**src/design/scc_pkg.sv**
```systemverilog
/*
 System clock control package: register map, field positions, reset
 values, timing counts and the carrier types of the clock control block.
 Assumes a 100 MHz bus clock that runs at twice the master clock rate.
*/
package scc_pkg;

    // Register indices; byte address is four times the index
    localparam logic [9:0] PRESCALE_IDX = 10'h061;
    localparam logic [9:0] TRIM_IDX = 10'h062;
    localparam logic [9:0] CTRL_IDX = 10'h063;
    localparam logic [9:0] STATUS_IDX = 10'h064;

    localparam int PCE_BIT = 7;
    localparam logic [7:0] PCE_UNLOCK = 8'h80;
    localparam logic [3:0] SEL_RST_PLAIN = 4'h0;
    localparam logic [3:0] SEL_RST_DIV8 = 4'h3;
    localparam logic [3:0] SEL_MAX = 4'h8;
    localparam logic [2:0] PCE_WINDOW = 3'h4;
    localparam logic [3:0] EXT_CLK_CODE = 4'h0;
    localparam logic [3:0] RC_CLK_CODE = 4'h2;
    localparam int CTRL_TMR_EXT_BIT = 0;

    localparam logic [1:0] SUT_BASE = 2'h0;
    localparam logic [1:0] SUT_SHORT = 2'h1;

    localparam logic [1:0] RESP_OKAY = 2'h0;
    localparam logic [1:0] RESP_SLVERR = 2'h2;

    localparam int CLK_PERIOD_NS = 10;
    localparam int ACLK_PER_CK = 2;
    localparam int RESET_BASE_CK = 14;
    localparam int WAKE_CK = 6;
    localparam int SHORT_DELAY_NS = 4100000;
    localparam int LONG_DELAY_NS = 65000000;
    localparam int SHORT_DELAY_CYCLES =
        (SHORT_DELAY_NS + CLK_PERIOD_NS - 1) / CLK_PERIOD_NS;
    localparam int LONG_DELAY_CYCLES =
        (LONG_DELAY_NS + CLK_PERIOD_NS - 1) / CLK_PERIOD_NS;
    localparam int RESET_BASE_CYCLES = RESET_BASE_CK * ACLK_PER_CK;
    localparam int WAKE_CYCLES = WAKE_CK * ACLK_PER_CK;

    typedef struct packed {
        logic [3:0] src;
        logic [1:0] startup_time_fuses;
        logic clock_output_fuse;
        logic div8;
    } scc_fuse_type;

    typedef struct packed {
        logic io;
        logic converter;
        logic core;
        logic program_memory;
    } scc_domain_type;

    typedef enum logic [1:0] {
        ST_BOOT,
        ST_RUN,
        ST_SLEEP,
        ST_WAKE
    } scc_phase_type;

    typedef struct packed {
        scc_fuse_type fuse_s1;
        scc_fuse_type fuse_s2;
        scc_fuse_type fuse_lat;
        logic [7:0] trim_s1;
        logic [7:0] trim_s2;
        logic pd_s1;
        logic pd_s2;
        logic [3:0] sel;
        logic [3:0] act_sel;
        logic pend;
        logic pce;
        logic [2:0] pce_cnt;
        logic [7:0] trim;
        logic tmr_ext;
        logic [7:0] half_cnt;
        logic clk_div;
        logic tick;
        logic [23:0] dly;
        scc_phase_type phase;
        logic bvalid;
        logic [1:0] bresp;
        logic rvalid;
        logic [1:0] rresp;
        logic [31:0] rdata;
    } scc_state_type;

endpackage : scc_pkg

```
**src/design/scc_top.sv**
```systemverilog
/*
 System clock control: prescaled system clock generation, unlock-guarded
 prescaler register, RC trim register, start-up and wake delays, clock
 output pin, all behind an AXI4-Lite slave.
 Assumes aclk runs at twice the master clock; one master CK is two aclk
 cycles. Fuse, trim and power-down inputs are asynchronous pins.
*/
`timescale 1ns/100ps
module scc_top #(
    parameter int ADDR_W = 12,
    parameter logic [23:0] SHORT_DELAY_CYCLES =
        24'(scc_pkg::SHORT_DELAY_CYCLES),
    parameter logic [23:0] LONG_DELAY_CYCLES =
        24'(scc_pkg::LONG_DELAY_CYCLES)
) (
    input wire logic aclk,
    input wire logic aresetn,
    input wire logic ce,
    input wire logic [ADDR_W-1:0] s_axi_awaddr,
    input wire logic s_axi_awvalid,
    output logic s_axi_awready,
    input wire logic [31:0] s_axi_wdata,
    input wire logic [3:0] s_axi_wstrb,
    input wire logic s_axi_wvalid,
    output logic s_axi_wready,
    output logic [1:0] s_axi_bresp,
    output logic s_axi_bvalid,
    input wire logic s_axi_bready,
    input wire logic [ADDR_W-1:0] s_axi_araddr,
    input wire logic s_axi_arvalid,
    output logic s_axi_arready,
    output logic [31:0] s_axi_rdata,
    output logic [1:0] s_axi_rresp,
    output logic s_axi_rvalid,
    input wire logic s_axi_rready,
    input wire scc_pkg::scc_fuse_type fuses,
    input wire logic [7:0] factory_trim,
    input wire logic power_down,
    output logic clock_output_pin,
    output logic clock_output_pin_oe,
    output scc_pkg::scc_domain_type domain_en,
    output logic [7:0] rc_oscillator_trim_out,
    output logic ext_clock_selected,
    output logic timer_osc_enable,
    output logic timer_external_clock_select,
    output logic core_running
);

    localparam logic [ADDR_W-1:0] PRESCALE_ADDR =
        ADDR_W'({scc_pkg::PRESCALE_IDX, 2'b00});
    localparam logic [ADDR_W-1:0] TRIM_ADDR =
        ADDR_W'({scc_pkg::TRIM_IDX, 2'b00});
    localparam logic [ADDR_W-1:0] CTRL_ADDR =
        ADDR_W'({scc_pkg::CTRL_IDX, 2'b00});
    localparam logic [ADDR_W-1:0] STATUS_ADDR =
        ADDR_W'({scc_pkg::STATUS_IDX, 2'b00});

    scc_pkg::scc_state_type s_ff;
    scc_pkg::scc_state_type nxt_s;
    logic wr_take;
    logic rd_take;
    logic [2:0] wr_hit;
    logic [7:0] wd;

    // Register decode: 0 unmapped, 1 prescale, 2 trim, 3 control, 4 status
    function automatic logic [2:0] reg_hit(input logic [ADDR_W-1:0] a);
        logic [ADDR_W-1:0] w;
        w = {a[ADDR_W-1:2], 2'b00};
        if (w == PRESCALE_ADDR)
            reg_hit = 3'h1;
        else if (w == TRIM_ADDR)
            reg_hit = 3'h2;
        else if (w == CTRL_ADDR)
            reg_hit = 3'h3;
        else if (w == STATUS_ADDR)
            reg_hit = 3'h4;
        else
            reg_hit = 3'h0;
    endfunction : reg_hit

    // factor is two to the select code
    // Half period of the divided clock, in aclk cycles, minus one
    function automatic logic [7:0] half_limit(input logic [3:0] sel);
        half_limit = 8'((9'h001 << sel) - 9'h001);
    endfunction : half_limit

    function automatic logic [23:0] boot_delay(input logic [1:0] startup_time_fuses);
        logic [23:0] base;
        base = 24'(scc_pkg::RESET_BASE_CYCLES);
        if (startup_time_fuses == scc_pkg::SUT_BASE)
            boot_delay = base - 24'h000001;
        else if (startup_time_fuses == scc_pkg::SUT_SHORT)
            boot_delay = base + SHORT_DELAY_CYCLES - 24'h000001;
        else
            boot_delay = base + LONG_DELAY_CYCLES - 24'h000001;
    endfunction : boot_delay

    assign s_axi_awready = ce && s_axi_awvalid && s_axi_wvalid && !s_ff.bvalid;
    assign s_axi_wready = s_axi_awready;
    assign s_axi_arready = ce && !s_ff.rvalid;
    assign wr_take = s_axi_awready;
    assign rd_take = s_axi_arready && s_axi_arvalid;
    assign wr_hit = reg_hit(s_axi_awaddr);
    assign wd = s_axi_wdata[7:0];

    always_comb
    begin
        nxt_s = s_ff;
        nxt_s.fuse_s1 = fuses;
        nxt_s.fuse_s2 = s_ff.fuse_s1;
        nxt_s.trim_s1 = factory_trim;
        nxt_s.trim_s2 = s_ff.trim_s1;
        nxt_s.pd_s1 = power_down;
        nxt_s.pd_s2 = s_ff.pd_s1;
        nxt_s.tick = 1'b0;
        if (!aresetn)
        begin
            // Output clock keeps toggling through reset; if() also
            // recovers from an unknown start value in simulation
            if (s_ff.clk_div)
                nxt_s.clk_div = 1'b0;
            else
                nxt_s.clk_div = 1'b1;
            nxt_s.half_cnt = 8'h00;
            nxt_s.fuse_lat = s_ff.fuse_s2;
            nxt_s.sel = s_ff.fuse_s2.div8 ? scc_pkg::SEL_RST_DIV8
                                          : scc_pkg::SEL_RST_PLAIN;
            nxt_s.act_sel = nxt_s.sel;
            nxt_s.pend = 1'b0;
            nxt_s.pce = 1'b0;
            nxt_s.pce_cnt = 3'h0;
            nxt_s.trim = s_ff.trim_s2;
            nxt_s.tmr_ext = 1'b0;
            nxt_s.dly = boot_delay(s_ff.fuse_s2.startup_time_fuses);
            nxt_s.phase = scc_pkg::ST_BOOT;
            nxt_s.bvalid = 1'b0;
            nxt_s.bresp = scc_pkg::RESP_OKAY;
            nxt_s.rvalid = 1'b0;
            nxt_s.rresp = scc_pkg::RESP_OKAY;
            nxt_s.rdata = 32'h0000_0000;
        end
        else
        begin
            if (s_ff.half_cnt == half_limit(s_ff.act_sel))
            begin
                nxt_s.half_cnt = 8'h00;
                nxt_s.clk_div = !s_ff.clk_div;
                if (!s_ff.clk_div)
                begin
                    nxt_s.tick = s_ff.phase == scc_pkg::ST_RUN;
                    if (s_ff.pend)
                    begin
                        nxt_s.act_sel = s_ff.sel;
                        nxt_s.pend = 1'b0;
                    end
                end
            end
            else
                nxt_s.half_cnt = s_ff.half_cnt + 8'h01;

            case (s_ff.phase)
                scc_pkg::ST_BOOT:
                    if (s_ff.dly == 24'h000000)
                        nxt_s.phase = scc_pkg::ST_RUN;
                    else
                        nxt_s.dly = s_ff.dly - 24'h000001;
                scc_pkg::ST_RUN:
                    if (s_ff.pd_s2)
                        nxt_s.phase = scc_pkg::ST_SLEEP;
                scc_pkg::ST_SLEEP:
                    if (!s_ff.pd_s2)
                    begin
                        nxt_s.phase = scc_pkg::ST_WAKE;
                        nxt_s.dly = 24'(scc_pkg::WAKE_CYCLES - 1);
                    end
                scc_pkg::ST_WAKE:
                    if (s_ff.dly == 24'h000000)
                        nxt_s.phase = scc_pkg::ST_RUN;
                    else
                        nxt_s.dly = s_ff.dly - 24'h000001;
                default:
                    nxt_s.phase = scc_pkg::ST_BOOT;
            endcase

            if (s_ff.pce)
            begin
                if (s_ff.pce_cnt == 3'h0)
                    nxt_s.pce = 1'b0;
                else
                    nxt_s.pce_cnt = s_ff.pce_cnt - 3'h1;
            end

            if (s_ff.bvalid && s_axi_bready)
                nxt_s.bvalid = 1'b0;
            if (wr_take)
            begin
                nxt_s.bvalid = 1'b1;
                nxt_s.bresp = (wr_hit == 3'h0) ? scc_pkg::RESP_SLVERR
                                               : scc_pkg::RESP_OKAY;
                if (s_axi_wstrb[0] && wr_hit == 3'h1)
                begin
                    // unlock only with other bits zero
                    if (wd == scc_pkg::PCE_UNLOCK)
                    begin
                        if (!s_ff.pce)
                        begin
                            nxt_s.pce = 1'b1;
                            nxt_s.pce_cnt = scc_pkg::PCE_WINDOW - 3'h1;
                        end
                    end
                    else if (!wd[scc_pkg::PCE_BIT] && s_ff.pce)
                    begin
                        nxt_s.pce = 1'b0;
                        if (wd[3:0] <= scc_pkg::SEL_MAX)
                        begin
                            nxt_s.sel = wd[3:0];
                            nxt_s.pend = 1'b1;
                        end
                    end
                end
                else if (s_axi_wstrb[0] && wr_hit == 3'h2)
                    nxt_s.trim = wd;
                else if (s_axi_wstrb[0] && wr_hit == 3'h3)
                    nxt_s.tmr_ext = wd[scc_pkg::CTRL_TMR_EXT_BIT];
            end

            if (s_ff.rvalid && s_axi_rready)
                nxt_s.rvalid = 1'b0;
            if (rd_take)
            begin
                nxt_s.rvalid = 1'b1;
                nxt_s.rresp = scc_pkg::RESP_OKAY;
                case (reg_hit(s_axi_araddr))
                    3'h1:
                        nxt_s.rdata = {24'h000000, s_ff.pce, 3'h0, s_ff.sel};
                    3'h2:
                        nxt_s.rdata = {24'h000000, s_ff.trim};
                    3'h3:
                        nxt_s.rdata = {31'h00000000, s_ff.tmr_ext};
                    3'h4:
                        nxt_s.rdata = {21'h000000, core_running,
                                       timer_osc_enable, ext_clock_selected,
                                       s_ff.fuse_lat};
                    default:
                    begin
                        nxt_s.rdata = 32'h0000_0000;
                        nxt_s.rresp = scc_pkg::RESP_SLVERR;
                    end
                endcase
            end
        end
    end

    always_ff @(posedge aclk)
    begin
        if (ce)
            s_ff <= nxt_s;
    end

    assign s_axi_bvalid = s_ff.bvalid;
    assign s_axi_bresp = s_ff.bresp;
    assign s_axi_rvalid = s_ff.rvalid;
    assign s_axi_rresp = s_ff.rresp;
    assign s_axi_rdata = s_ff.rdata;

    assign clock_output_pin_oe = s_ff.fuse_lat.clock_output_fuse;
    assign clock_output_pin = s_ff.clk_div && s_ff.fuse_lat.clock_output_fuse;
    assign domain_en = {4{s_ff.tick}};
    // range bit and fine bits go straight to the cell
    assign rc_oscillator_trim_out = s_ff.trim;
    assign ext_clock_selected = s_ff.fuse_lat.src == scc_pkg::EXT_CLK_CODE;
    // timer oscillator needs the RC clock
    assign timer_osc_enable = s_ff.fuse_lat.src == scc_pkg::RC_CLK_CODE;
    assign timer_external_clock_select = s_ff.tmr_ext;
    assign core_running = s_ff.phase == scc_pkg::ST_RUN;
endmodule : scc_top

```
**config.mk**
```make
export PLATFORM = sky130hd
export DESIGN_NAME = scc_top
export DESIGN_NICKNAME = d
export VERILOG_FILES = /design/src/design/scc_pkg.sv /design/src/design/scc_top.sv
export SDC_FILE = /design/constraint.sdc
export NUM_CORES = 1
export LEC_CHECK = 0
export BUFFER_PORTS_ARGS = -buffer_cell sky130_fd_sc_hd__buf_2
export CAP_MARGIN = 10
export CORE_UTILIZATION = 54
export DETAILED_ROUTE_END_ITERATION = 7
export PLACE_DENSITY_LB_ADDON = 0.3
export SLEW_MARGIN = 5
export SYNTH_ARGS = -nofsm -noshare
export SYNTH_HDL_FRONTEND = slang
export SYNTH_SLANG_ARGS = --single-unit
```
**constraint.sdc**
```tcl
create_clock -name aclk -period 4.79 [get_ports aclk]
set_input_delay 0.958 -clock aclk [delete_from_list [all_inputs] [get_ports aclk]]
set_output_delay 0.958 -clock aclk [all_outputs]
set_load 0.05 [all_outputs]
```
After elaboration in Yosys (flattened, before gate mapping)
Cells that the tools add are included.
Storage, ports and cells
  register bits after elaboration: 138
  latch bits: 0
  RAM bits: 0
  memory bits (read-only): 0
  input bits: 85
  output and inout bits: 59
  word-level logic and storage cells: 176
  memories: 0
Cells by class
  add/sub/neg operators: 4
  multipliers: 0
  divide/modulo/power cells: 0
  $lt $le $gt $ge: 1
  equality and inequality tests: 42
  shift operators: 1
  mux-type cells: 55
  bitwise operators: 2
  reductions and logical operators: 38
Operators by type and width (number)
  == test 10 x 7 -> 1 bit (second input constant): 8
  2-to-1 mux 64 bit: 1
  case mux 24 bit (2 select lines): 1
  2-to-1 mux 23 bit: 2
  case mux 11 bit (4 select lines): 1
  2-to-1 mux 3 bit: 13
  2-to-1 mux 35 bit: 1
  2-to-1 mux 31 bit: 1
  2-to-1 mux 4 bit: 7
  2-to-1 mux 26 bit: 1
  logical NOT 24 bit: 1
  2-to-1 mux 24 bit: 1
  subtractor 24 x 1 -> 24 bit (second input constant): 1
  2-to-1 mux 5 bit: 4
  inequality test 2 x 1 -> 1 bit (second input constant): 9
  2-to-1 mux 8 bit: 2
  AND reduction 4 bit: 4
  2-to-1 mux 14 bit: 1
  2-to-1 mux 2 bit: 7
  == test 3 x 2 -> 1 bit (second input constant): 4
  logical AND 1 bit: 12
  AND reduction 2 bit: 6
  2-to-1 mux 1 bit: 10
  2-to-1 mux 9 bit: 1
  other kinds (27): 44

Depth between registers and ports, before layout
Gate-level depths: netlist (run 1).
  depth in word-level cells: 12
  mapped depth: 11

Worst setup path before layout (run 1)
No wires, ideal clock.
  kind: flip-flop to flip-flop
  from: reg s_ff[88] (netlist bit)
  to: reg s_ff[88] (netlist bit) (enable)
  library setup time: 0.361 ns
  arrival time: 3.073 ns
  setup slack: 1.356 ns
  cell stages (with the launch flop): 11
  path buffers: 2
  path through: edfxtp_1 clkbuf_1 or4_1 ha_1 clkbuf_1 xnor2_1 xnor2_1 a2111oi_0 nand2_1 or4b_1 o21ai_0
Between the ends
  word-level cells in the longest chain between the ends: 5
Ends and longest elaborated chain
  start: declaration: RTL line scc_top.sv:58  | scc_pkg::scc_state_type s_ff;
  start signal: assignment: RTL line scc_top.sv:257  | s_ff <= nxt_s;
  << shifter 1 x 4 -> 8 bit: RTL line scc_top.sv:84  | half_limit = 8'((9'h001 << sel) - 9'h001);
  subtractor 8 x 1 -> 8 bit: RTL line scc_top.sv:84
  == test 8 bit: RTL line scc_top.sv:144  | if (s_ff.half_cnt == half_limit(s_ff.act_sel))
  inequality test 2 x 1 -> 1 bit (no line)
  AND reduction 4 bit (no line)
No other way between the ends.
A chain may end at the register's enable or synchronous reset.

Final worst setup path (run 1)
  from: reg s_ff[91] (netlist bit)
  to: reg s_ff[89] (netlist bit) (enable)
The elaborated chain is that of the path after synthesis.

==> results.tsv, run 1 <==
metric	value	unit
Area Growth Syn to Fin	14.4	%
worst-margin pin slew	1.12	ns
Crit Path Max Fanout	16	
maximum VDD drop	277	uV
clk_lat worst skew	0.51	ns
hold path depth	0	
Final ANT Viol Nets	0	
Residual DRC	0	
outcome	finished, final reports clean	
Final setup violation count	0	
Setup CP Type	flip-flop to flip-flop	
origin of the critical flop-to-flop path	s_ff[91]	
CTS tree	built	
number of global-route vias before repair	3723	
source of the worst hold timing path	nxt_s[104]	
io pins	144	
Mapped Cells	482	
All-Layer GR Usage	20.8	%
Max Used Layer	met4	
final net count	641	
max-slew violation count	0	
Final period util	81.4	%
Data arrival, critical path	4.04	ns
first-pass GRT wire length	17700	um
total routed wirelength	11100	um
aggregate global routing overflow	0	
overall power	2.67	mW
WP data required	4.93	ns
Mapped Area	5750	sq um
clock buffer depth	2	
routed len/inst	15.9	um
Die Y	105	um
initial antenna violation count	0	
Worst R2R Path Depth	8	
via count	3881	
Ys Warns	0	
# rows	37	
met3 WL post-DR	780	um
CP startpoint	s_ff[91]	
Leakage	2.48	nW
clock root buffer master	clkbuf_8	
Top FF cell, synth	edfxtp_1	
share of the yosys chip area belonging to registers	60.1	%
synthesized area per cell	11.9	sq um
max_cap viols	0	
Clock Skew	0.00736	ns
Post-CTS Setup Bufs	0	
min Tclk post-route	3.90	ns
Post-synth EDFFs	115	
Clock transition at path regs	0.06	ns
met1 wire length	4750	um
largest net degree at the start of global routing	51	
drt first-iter violations	360	
clk sinks	115	
Slew HR	25.0	%
critical path startpoint category	flip-flop	
number of buffers added on ports	89	
H-tree Lvls	4	
async set-reset flop share out of synthesis	0	%
drt pass-1 iters	5	
Detailed Place HPWL	7540	um
Yosys reg bits	115	
Die Wd	105	um
cts repair resizes	0	
Crit. End Element	flip-flop	
initial core utilization	55.7	%
worst min-delay path class	flip-flop to flip-flop	
Multi-input gate area	1890	sq um
Fillers	785	
FF+latch area	3450	sq um
Unique masters post-synth	55	
Hold Buf Count CTS	0	
share of layout cells above drive strength 1	23.2	%
gp weighted congestion	0.812	
RSZ-0062 raised after global routing	false	
Num CTS Buffers	17	
total core area	10300	sq um
Final Hold Violating Endpoints	0	
Fmax	256	MHz
pwr dens	406	nW/um^2
die area	11100	sq um
DR vias/cell	5.57	
Antenna diodes	0	
Sum Neg Setup Slack	0	ns
metal2 WL	5320	um
## cell usage after synthesis (4+ instances only)
library cell / number / area share [%]
a222oi_1: 4 / 0.70
buf_4: 49 / 6.4
or4_1: 7 / 0.91
nor3_1: 15 / 1.3
o31ai_1: 5 / 0.65
and3_1: 7 / 0.76
xnor2_1: 19 / 2.9
nand3b_1: 5 / 0.65
nand2_1: 28 / 1.8
inv_1: 14 / 0.91
nor2_1: 46 / 3.0
edfxtp_1: 115 / 60
o2bb2ai_1: 5 / 0.76
nor4_1: 6 / 0.65
a21oi_1: 14 / 1.2
and2_1: 8 / 0.87
nor2b_1: 5 / 0.54
or3_1: 7 / 0.76
nand3_1: 10 / 0.87
ha_1: 8 / 1.7
clkbuf_1: 16 / 1.0
xor2_1: 11 / 1.7
o21ai_0: 25 / 2.2
## placed cells by master (no fill, tap or decap), types with 3 or more instances in the layout
cell type and instances:
a22oi_1 3, buf_2 89, or4_1 7, xor2_1 11, nand3b_1 5, nor4b_1 3
or3_1 7, inv_6 5, a222oi_1 4, o21ai_0 25, clkinv_1 3, clkinvlp_4 4
nand2_1 28, nor2b_1 5, a21o_1 3, or4_4 3, nand3_1 10, edfxtp_1 115
nand4b_1 3, nor2_1 46, inv_1 14, and2_1 8, xnor2_1 19, and3_1 7
o2bb2ai_1 5, clkbuf_16 16, nor3_1 15, nor4_1 6, a21oi_1 14, conb_1 23
o31ai_1 5, ha_1 8
## registers in the layout, summed over array words and instances, names as in the netlist
register,count
s_axi_rvalid,1
timer_external_clock_select,1
nxt_s,17
s_ff,72
s_axi_bresp,1
rc_oscillator_trim_out,8
domain_en,1
s_axi_bvalid,1
s_axi_rdata,11
s_axi_rresp,1
clock_output_pin_oe,1
## metrics by stage
stage / std cells / worst slack [ns] / util [%] / hold WS, ns / instance area (sq um)
after CTS: 697 / 0.941 / 63.7 / 0.419 / 6570
after floorplan: 504 / 1.36 / - / 0.400 / 5830
after detailed placement: 665 / 0.955 / 58.4 / 0.405 / 6030
after global routing: 697 / 0.710 / 63.7 / 0.422 / 6570
after global placement: 665 / 1.07 / 58.4 / 0.402 / 6030
final: 697 / 0.891 / 63.7 / 0.417 / 6570
## cell type report
cell class / count / share of cell area [%]
Clock buffer: 18 / 6.36
Clock inverter: 14 / 1.96
Multi-Input combinational cell: 308 / 28.7
Tap cell: 136 / 2.59
Inverter: 15 / 0.857
Timing Repair Buffer: 91 / 7.01
Sequential cell: 115 / 52.5
## final timing paths
kind | end | slack [ns]
setup / recovery | s_ff[89] | 0.89
hold / removal | s_ff[104] | 0.42
setup reg to reg | s_ff[89] | 0.89
hold reg to reg | s_ff[104] | 0.42
## critical path: stages (launching register included)
cell       delay (ns)
edfxtp_1         0.58
or4_1            0.62
ha_1             0.34
xnor2_1          0.18
xnor2_1          0.14
a2111oi_0        0.58
nand2_1          0.10
or4b_1           0.54
o21ai_0          0.46
## where the power goes
group	internal [mW]	total, mW	switching [mW]
Sequential	1.20	1.24	0.0494
Combinational	0.0795	0.274	0.195
Clock	0.692	1.15	0.458
Total	1.97	2.67	0.702
## layer usage
layer	vias to the layer above	global-route usage [%]
li1	1838	-
met1	1819	27.1
met2	198	32.9
met3	26	5.55
met4	0	9.26
met5	-	0
## cells by family (layout without fill, tap and decap cells)
group           count (synthesis)  count (layout)  share of synthesized area (%)
simple gates                  167             167                           15.6
flops                         115             115                           60.1
buf+inv                        81             138                           8.51
compound gates                 78              78                           9.02
xor+xnor                       30              30                           4.57
fa+ha+maj                       8               8                           1.74
mux                             2               2                          0.348
other cells                     1              23                         0.0653
Power figures use the tool's default switching activity.
==> run 2, diff against run 1 <==
- ABC_AREA: default -> 1
- clock period: 4.79 -> 4.05 ns (I/O delays scaled with it)
==> run 2 against run 1 <==
Effect of this change: count of clock-buffer cells in the layout grew 1; register-to-register slack gained 0.46 ns; synthesized cell count grew 29%; worst setup slack gained 0.41 ns; via count grew 16%; combinational power grew 32%; sequential share of layout area shrank 2.7 points; sequential power grew 19%; critical path depth shrank 4; largest cell class unchanged; final cell count grew 23%; critical endpoint is now s_axi_awready.
==> results.tsv, run 2 <==
metric	value	unit	change
async set-reset flop share out of synthesis	0	%	unchanged
met1 usage	30.6	%	+3.5 points
dominant cell type by area after synthesis	edfxtp_1		
Post-CTS Setup Bufs	0		unchanged
clock root buffer master	clkbuf_8		
first-pass GRT wire length	20100	um	+13%
Worst R2R Path Depth	12		+4
Fmax	364	MHz	
routed len/inst	14.8	um	-7.0%
Die Wd	108	um	+2.5%
synthesized area per cell	9.69	sq um	-19%
WP data required	3.24	ns	-1.69 ns
die area	11600	sq um	+5.0%
clk_lat worst skew	0.50	ns	about the same
Num CTS Buffers	17		unchanged
Die Y	108	um	+2.5%
worst min-delay path class	flip-flop to flip-flop		
Leakage	2.95	nW	+19%
initial antenna violation count	0		unchanged
Mapped Area	6040	sq um	+5.1%
Slew HR	47.7	%	+23 points
Final Non-Filler Cells	854		+23%
Final Hold Violating Endpoints	0		unchanged
drt pass-1 iters	6		+1
clk sinks	115		unchanged
number of buffers added on ports	89		unchanged
min Tclk post-route	2.75	ns	
cts repair resizes	0		unchanged
total routed wirelength	12600	um	+14%
Data arrival, critical path	1.94	ns	-2.10 ns
drt first-iter violations	369		+2.5%
most crowded layer after global routing	met2		
outcome	finished, final reports clean		
Final ANT Viol Nets	0		unchanged
RSZ-0062 raised after global routing	false		
largest net degree at the start of global routing	40		-22%
aggregate global routing overflow	0		unchanged
max-slew violation count	0		unchanged
DR vias/cell	5.29		-5.1%
Mapped Cells	623		+29%
Clock transition at path regs	0.06	ns	about the same
met3 global-route usage	5.08	%	-0.47 points
Ys Warns	0		unchanged
Clock Skew	0.00899	ns	+0.00164 ns
final net count	794		+24%
Top FF cell, synth	edfxtp_1		
Hold EP	s_ff[126]		
Yosys reg bits	115		unchanged
Crit. End Element	output port		
initial core utilization	55.5	%	-0.20 points
clock buffer depth	2		unchanged
top-area cell type share of the netlist area	57.2	%	-2.9 points
CTS tree	built		
r2r endpoint	s_ff[88]		
Post-synth top cells	edfxtp_1 (115), nand2_1 (115), nor2_1 (78)		
share of the yosys chip area belonging to registers	57.2	%	-2.9 points
Setup CP Type	input pin to output port		
number of global-route vias before repair	4179		+12%
critical path startpoint category	input pin		
via count	4515		+16%
share of layout cells above drive strength 1	20.3	%	-2.9 points
maximum VDD drop	279	uV	+0.84%
# rows	38		+2.7%
gp weighted congestion	0.855		+5.3%
Placed Cells	822		+24%
io pins	144		unchanged
most flop-heavy register	s_ff		
worst-margin pin slew	0.784	ns	-0.340 ns
source of the worst hold timing path	nxt_s[126]		
Detailed Place HPWL	9030	um	+20%
Final period util	67.9	%	
Antenna diodes	0		unchanged
Residual DRC	0		unchanged
ranking of synthesized cells by area	edfxtp_1 (57%), nand2_1 (7.1%), buf_4 (6.1%), nor2_1 (4.8%), inv_1 (4.5%)		
Hold Buf Count CTS	0		unchanged
Area Growth Syn to Fin	14.9	%	
Post-synth EDFFs	115		unchanged
total core area	10900	sq um	+5.5%
max_cap viols	0		unchanged
Final setup violation count	0		unchanged
hold path depth	0		unchanged
Crit Path Max Fanout	16		unchanged
max reg flops	72		unchanged
Unique masters post-synth	38		-31%
All-Layer GR Usage	22.9	%	+2.1 points
H-tree Lvls	4		unchanged
Sum Neg Setup Slack	0	ns	unchanged
commonest non-fill, non-tap cells in the layout	nand2_1 (115), edfxtp_1 (115), buf_2 (89)		
met2 Use GR	36.4	%	+3.5 points
overall power	3.22	mW	+21%
FF-to-FF setup slack	1.35	ns	+0.46 ns
pwr dens	464	nW/um^2	+14%
origin of the critical flop-to-flop path	s_ff[91]		
post-layout util	63.7	%	about the same
==> run 2: cell count changes after synthesis, moves of 6 or more <==
cell and delta:
o21ai_0 +10, nor2_1 +32, clkbuf_1 -11, nand3_1 +34
and2_1 -7, nand4_1 +7, xnor2_1 -16, or4_1 -7
nand2_1 +87, a21oi_1 +7, and3_1 -7, or3_1 -6
inv_1 +59
==> run 2: report_power, final <==
part / internal [mW] / switching [mW]
clock: 0.872 / 0.519
sequential: 1.41 / 0.0514
combinational: 0.0913 / 0.271
==> run 2: area by class of cell <==
type | instances | area [sq um]
fill | 863 | 3950
sequential | 115 | 3450
multi-input combinational | 399 | 2000
timing repair buffer | 92 | 468
clock buffer | 19 | 422
inverter | 76 | 285
tap | 140 | 175
clock inverter | 13 | 136
==> run 2: cell families (layout without fill, tap and decap cells) <==
kind of cell	after synthesis	count (layout)	share of synthesized area (%)
AOI/OAI and AO/OA	67	67	6.13
xor gates and xnor gates	14	14	2.03
adders and majority gates	8	8	1.66
buffers and inverters	131	200	11.2
DFF	115	115	57.2
other	1	23	0.0621
and+or+nand+nor	287	287	21.7
==> run 2: worst max path at each step <==
| stage | start | slack [ns] | cells past startpoint | endpoint |
|---|---|---|---|---|
| finish | ce | 1.30 | 4 | s_axi_awready |
| global route | s_ff[91] | 1.18 | 10 | s_ff[88] |
| CTS | ce | 1.31 | 4 | s_axi_awready |
| detailed placement | ce | 0.99 | 5 | rc_oscillator_trim_out[4] |
| global placement | ce | 1.08 | 5 | rc_oscillator_trim_out[4] |
| floorplan | aresetn | 0.46 | 5 | s_ff[40] |
==> run 2: through the flow <==
step	area, sq um	setup slack [ns]	hold slack (ns)
2_1_floorplan	6120	0.458	0.400
5_1_grt	6940	1.18	0.422
3_5_place_dp	6380	0.992	0.405
4_1_cts	6940	1.31	0.416
6_report	6940	1.30	0.417
3_3_place_gp	6380	1.08	0.402
==> run 2: worst max-delay path: stages <==
cell	delay, ns
buf_2	0.37
nand2_1	0.16
nor3_4	0.27
buf_2	0.33
==> run 2: routing by layer <==
metal / wire [um] / part of all wire [%] / vias up
met1: 5410 / 43 / 2098
li1: - / - / 2186
met2: 6080 / 48 / 199
met4: 308 / 2.4 / 0
met3: 838 / 6.6 / 32
met5: 0 / 0 / -
==> run 3, diff against run 2 <==
- ABC_AREA: 1 -> 0
- CORE_UTILIZATION: 54 -> 48
- clock period: 4.05 -> 2.5 ns (I/O delays scaled with it)
==> run 3 against run 2 <==
Effect of this change: final area grew 4.1%; count of clock-buffer cells in the layout fell by 1; the flow now finishes with violations (design-rule violations, negative setup slack); flip-flop and latch count is the same; power rose by 68%.
==> results.tsv, run 3 (synthesis gave the netlist of run 1 again) <==
metric	value	unit	change
worst setup margin	-0.458	ns	-1.76 ns
Crit. End Element	flip-flop		
WP data required	2.61	ns	-0.63 ns
clock root buffer master	clkbuf_16		
All-Layer GR Usage	21.0	%	-2.0 points
total routed wirelength	12500	um	-1.1%
die area	12400	sq um	+6.9%
Residual DRC	18		+18
number of global-route vias before repair	4039		-3.4%
Num CTS Buffers	17		unchanged
final net count	686		-14%
Fmax	338	MHz	
Clock Skew	0.00594	ns	-0.00306 ns
drt first-iter violations	307		-17%
drt pass-1 iters	8		+2
Data arrival, critical path	3.06	ns	+1.12 ns
via count	4096		-9.3%
worst min-delay path class	input pin to flip-flop		
Final period util	118	%	
most flop-heavy register	s_ff		
pwr dens	749	nW/um^2	+61%
routed len/inst	16.7	um	+13%
Clock transition at path regs	0.05	ns	about the same
Hold WS	0.269	ns	-0.148 ns
CTS tree	built		
worst-margin pin slew	0.716	ns	-0.0685 ns
Die Y	111	um	+3.4%
share of layout cells above drive strength 1	33.9	%	+14 points
Crit Path Max Fanout	4		-12
max-slew violation count	0		unchanged
Setup CP Type	flip-flop to flip-flop		
RSZ-0062 raised after global routing	true		
Detailed Place HPWL	8560	um	-5.3%
maximum VDD drop	399	uV	+43%
Die Wd	111	um	+3.4%
critical path startpoint category	flip-flop		
total core area	11600	sq um	+6.2%
Slowest cell on crit path	or4_4		
Antenna diodes	0		unchanged
# rows	39		+2.6%
first-pass GRT wire length	20000	um	-0.20%
most crowded layer after global routing	met2		
Placed Cells	711		-14%
io pins	144		unchanged
Area Growth Syn to Fin	25.6	%	
failing checks	design-rule violations, negative setup slack		
met1 usage	26.1	%	-4.5 points
outcome	finished with violations		
Leakage	2.78	nW	-5.8%
gp weighted congestion	0.838		-2.0%
Fillers	886		+2.7%
post-layout util	62.4	%	-1.3 points
H-tree Lvls	4		unchanged
aggregate global routing overflow	0		unchanged
Final Non-Filler Cells	748		-12%
met2 Use GR	34.8	%	-1.6 points
Slew HR	51.9	%	+4.3 points
DR vias/cell	5.48		+3.6%
clock buffer depth	2		unchanged
Final setup violation count	47		+47
largest net degree at the start of global routing	33		-18%
Final Hold Violating Endpoints	0		unchanged
Largest stage delay, worst path	0.57	ns	+0.20 ns
clk_lat worst skew	0.40	ns	-0.10 ns
Final ANT Viol Nets	0		unchanged
clk sinks	115		unchanged
min Tclk post-route	2.96	ns	
initial core utilization	49.7	%	-5.8 points
max_cap viols	0		unchanged
commonest non-fill, non-tap cells in the layout	edfxtp_1 (115), buf_2 (89), nor2_1 (46)		
overall power	5.41	mW	+68%
met3 global-route usage	5.44	%	+0.36 points
initial antenna violation count	0		unchanged
max reg flops	72		unchanged
number of buffers added on ports	89		unchanged
crit-path cells	or4_4 -> ha_4 -> xor2_1 -> o31ai_2 -> a2111oi_4 -> nand2_1 -> or4b_4 -> o21ai_4		
most common cell after layout, fill and taps aside	edfxtp_1		
run 3: cell count changes in the layout (fill, tap and decap cells not counted), moves of 10 or more:
cell | before | now
o21ai_0 | 35 | 22
buf_4 | 3 | 43
xnor2_1 | 3 | 18
nand2_1 | 115 | 28
nor2_1 | 78 | 46
nand3_1 | 44 | 9
a21oi_1 | 21 | 11
inv_1 | 73 | 14
run 3: critical path, delay by kind of cell (launching register included):
kind	cells	cell delay (ns)
flops	1	0.39
simple gates	3	1.19
xor+xnor	1	0.18
compound gates	3	0.62
fa+ha+maj	1	0.28
run 3: cell type report:
| class | instances | area [sq um] | area share, % |
|---|---|---|---|
| flip-flops and latches | 115 | 3450 | 47.8 |
| multi-input cells | 309 | 2130 | 29.5 |
| repair buffers | 135 | 811 | 11.2 |
| clock buffers | 18 | 429 | 5.95 |
| well taps | 143 | 179 | 2.48 |
| clock inverters | 13 | 160 | 2.22 |
| inverters | 15 | 56.3 | 0.780 |
run 3: worst paths after layout:
kind	start	end	slack, ns	cells after the start
worst max-delay path	s_ff[91]	s_ff[91]	-0.46	8
worst min-delay path	factory_trim[2]	nxt_s[100]	0.27	1
worst min register to register	nxt_s[101]	s_ff[101]	0.42	0
worst max register to register	s_ff[91]	s_ff[91]	-0.46	8
run 3: power by group:
part	total (mW)	switching (mW)	internal (mW)
Combinational	0.648	0.432	0.216
Sequential	2.37	0.0839	2.29
Clock	2.39	0.829	1.56
Total	5.41	1.34	4.06
run 3: metrics by stage:
step,instance area (sq um),setup TNS (ns),setup slack [ns]
2_1_floorplan,5960,-14.33,-0.421
3_3_place_gp,6450,-14.66,-0.424
3_5_place_dp,6450,-16.26,-0.450
4_1_cts,7130,-15.49,-0.414
5_1_grt,7220,-17.55,-0.544
6_report,7220,-14.73,-0.458
run 3: what timing repair did:
item,CTS,global route
gates resized for setup,10,15
setup endpoints to repair,49,52
hold buffers,0,0
buffers inserted,3,3
gates cloned,1,0
pin swaps,3,3
run 3: layer usage:
metal	vias up	wire, um
met5	-	0
met3	15	771
met1	1977	5210
li1	1940	-
met2	164	6280
met4	0	234
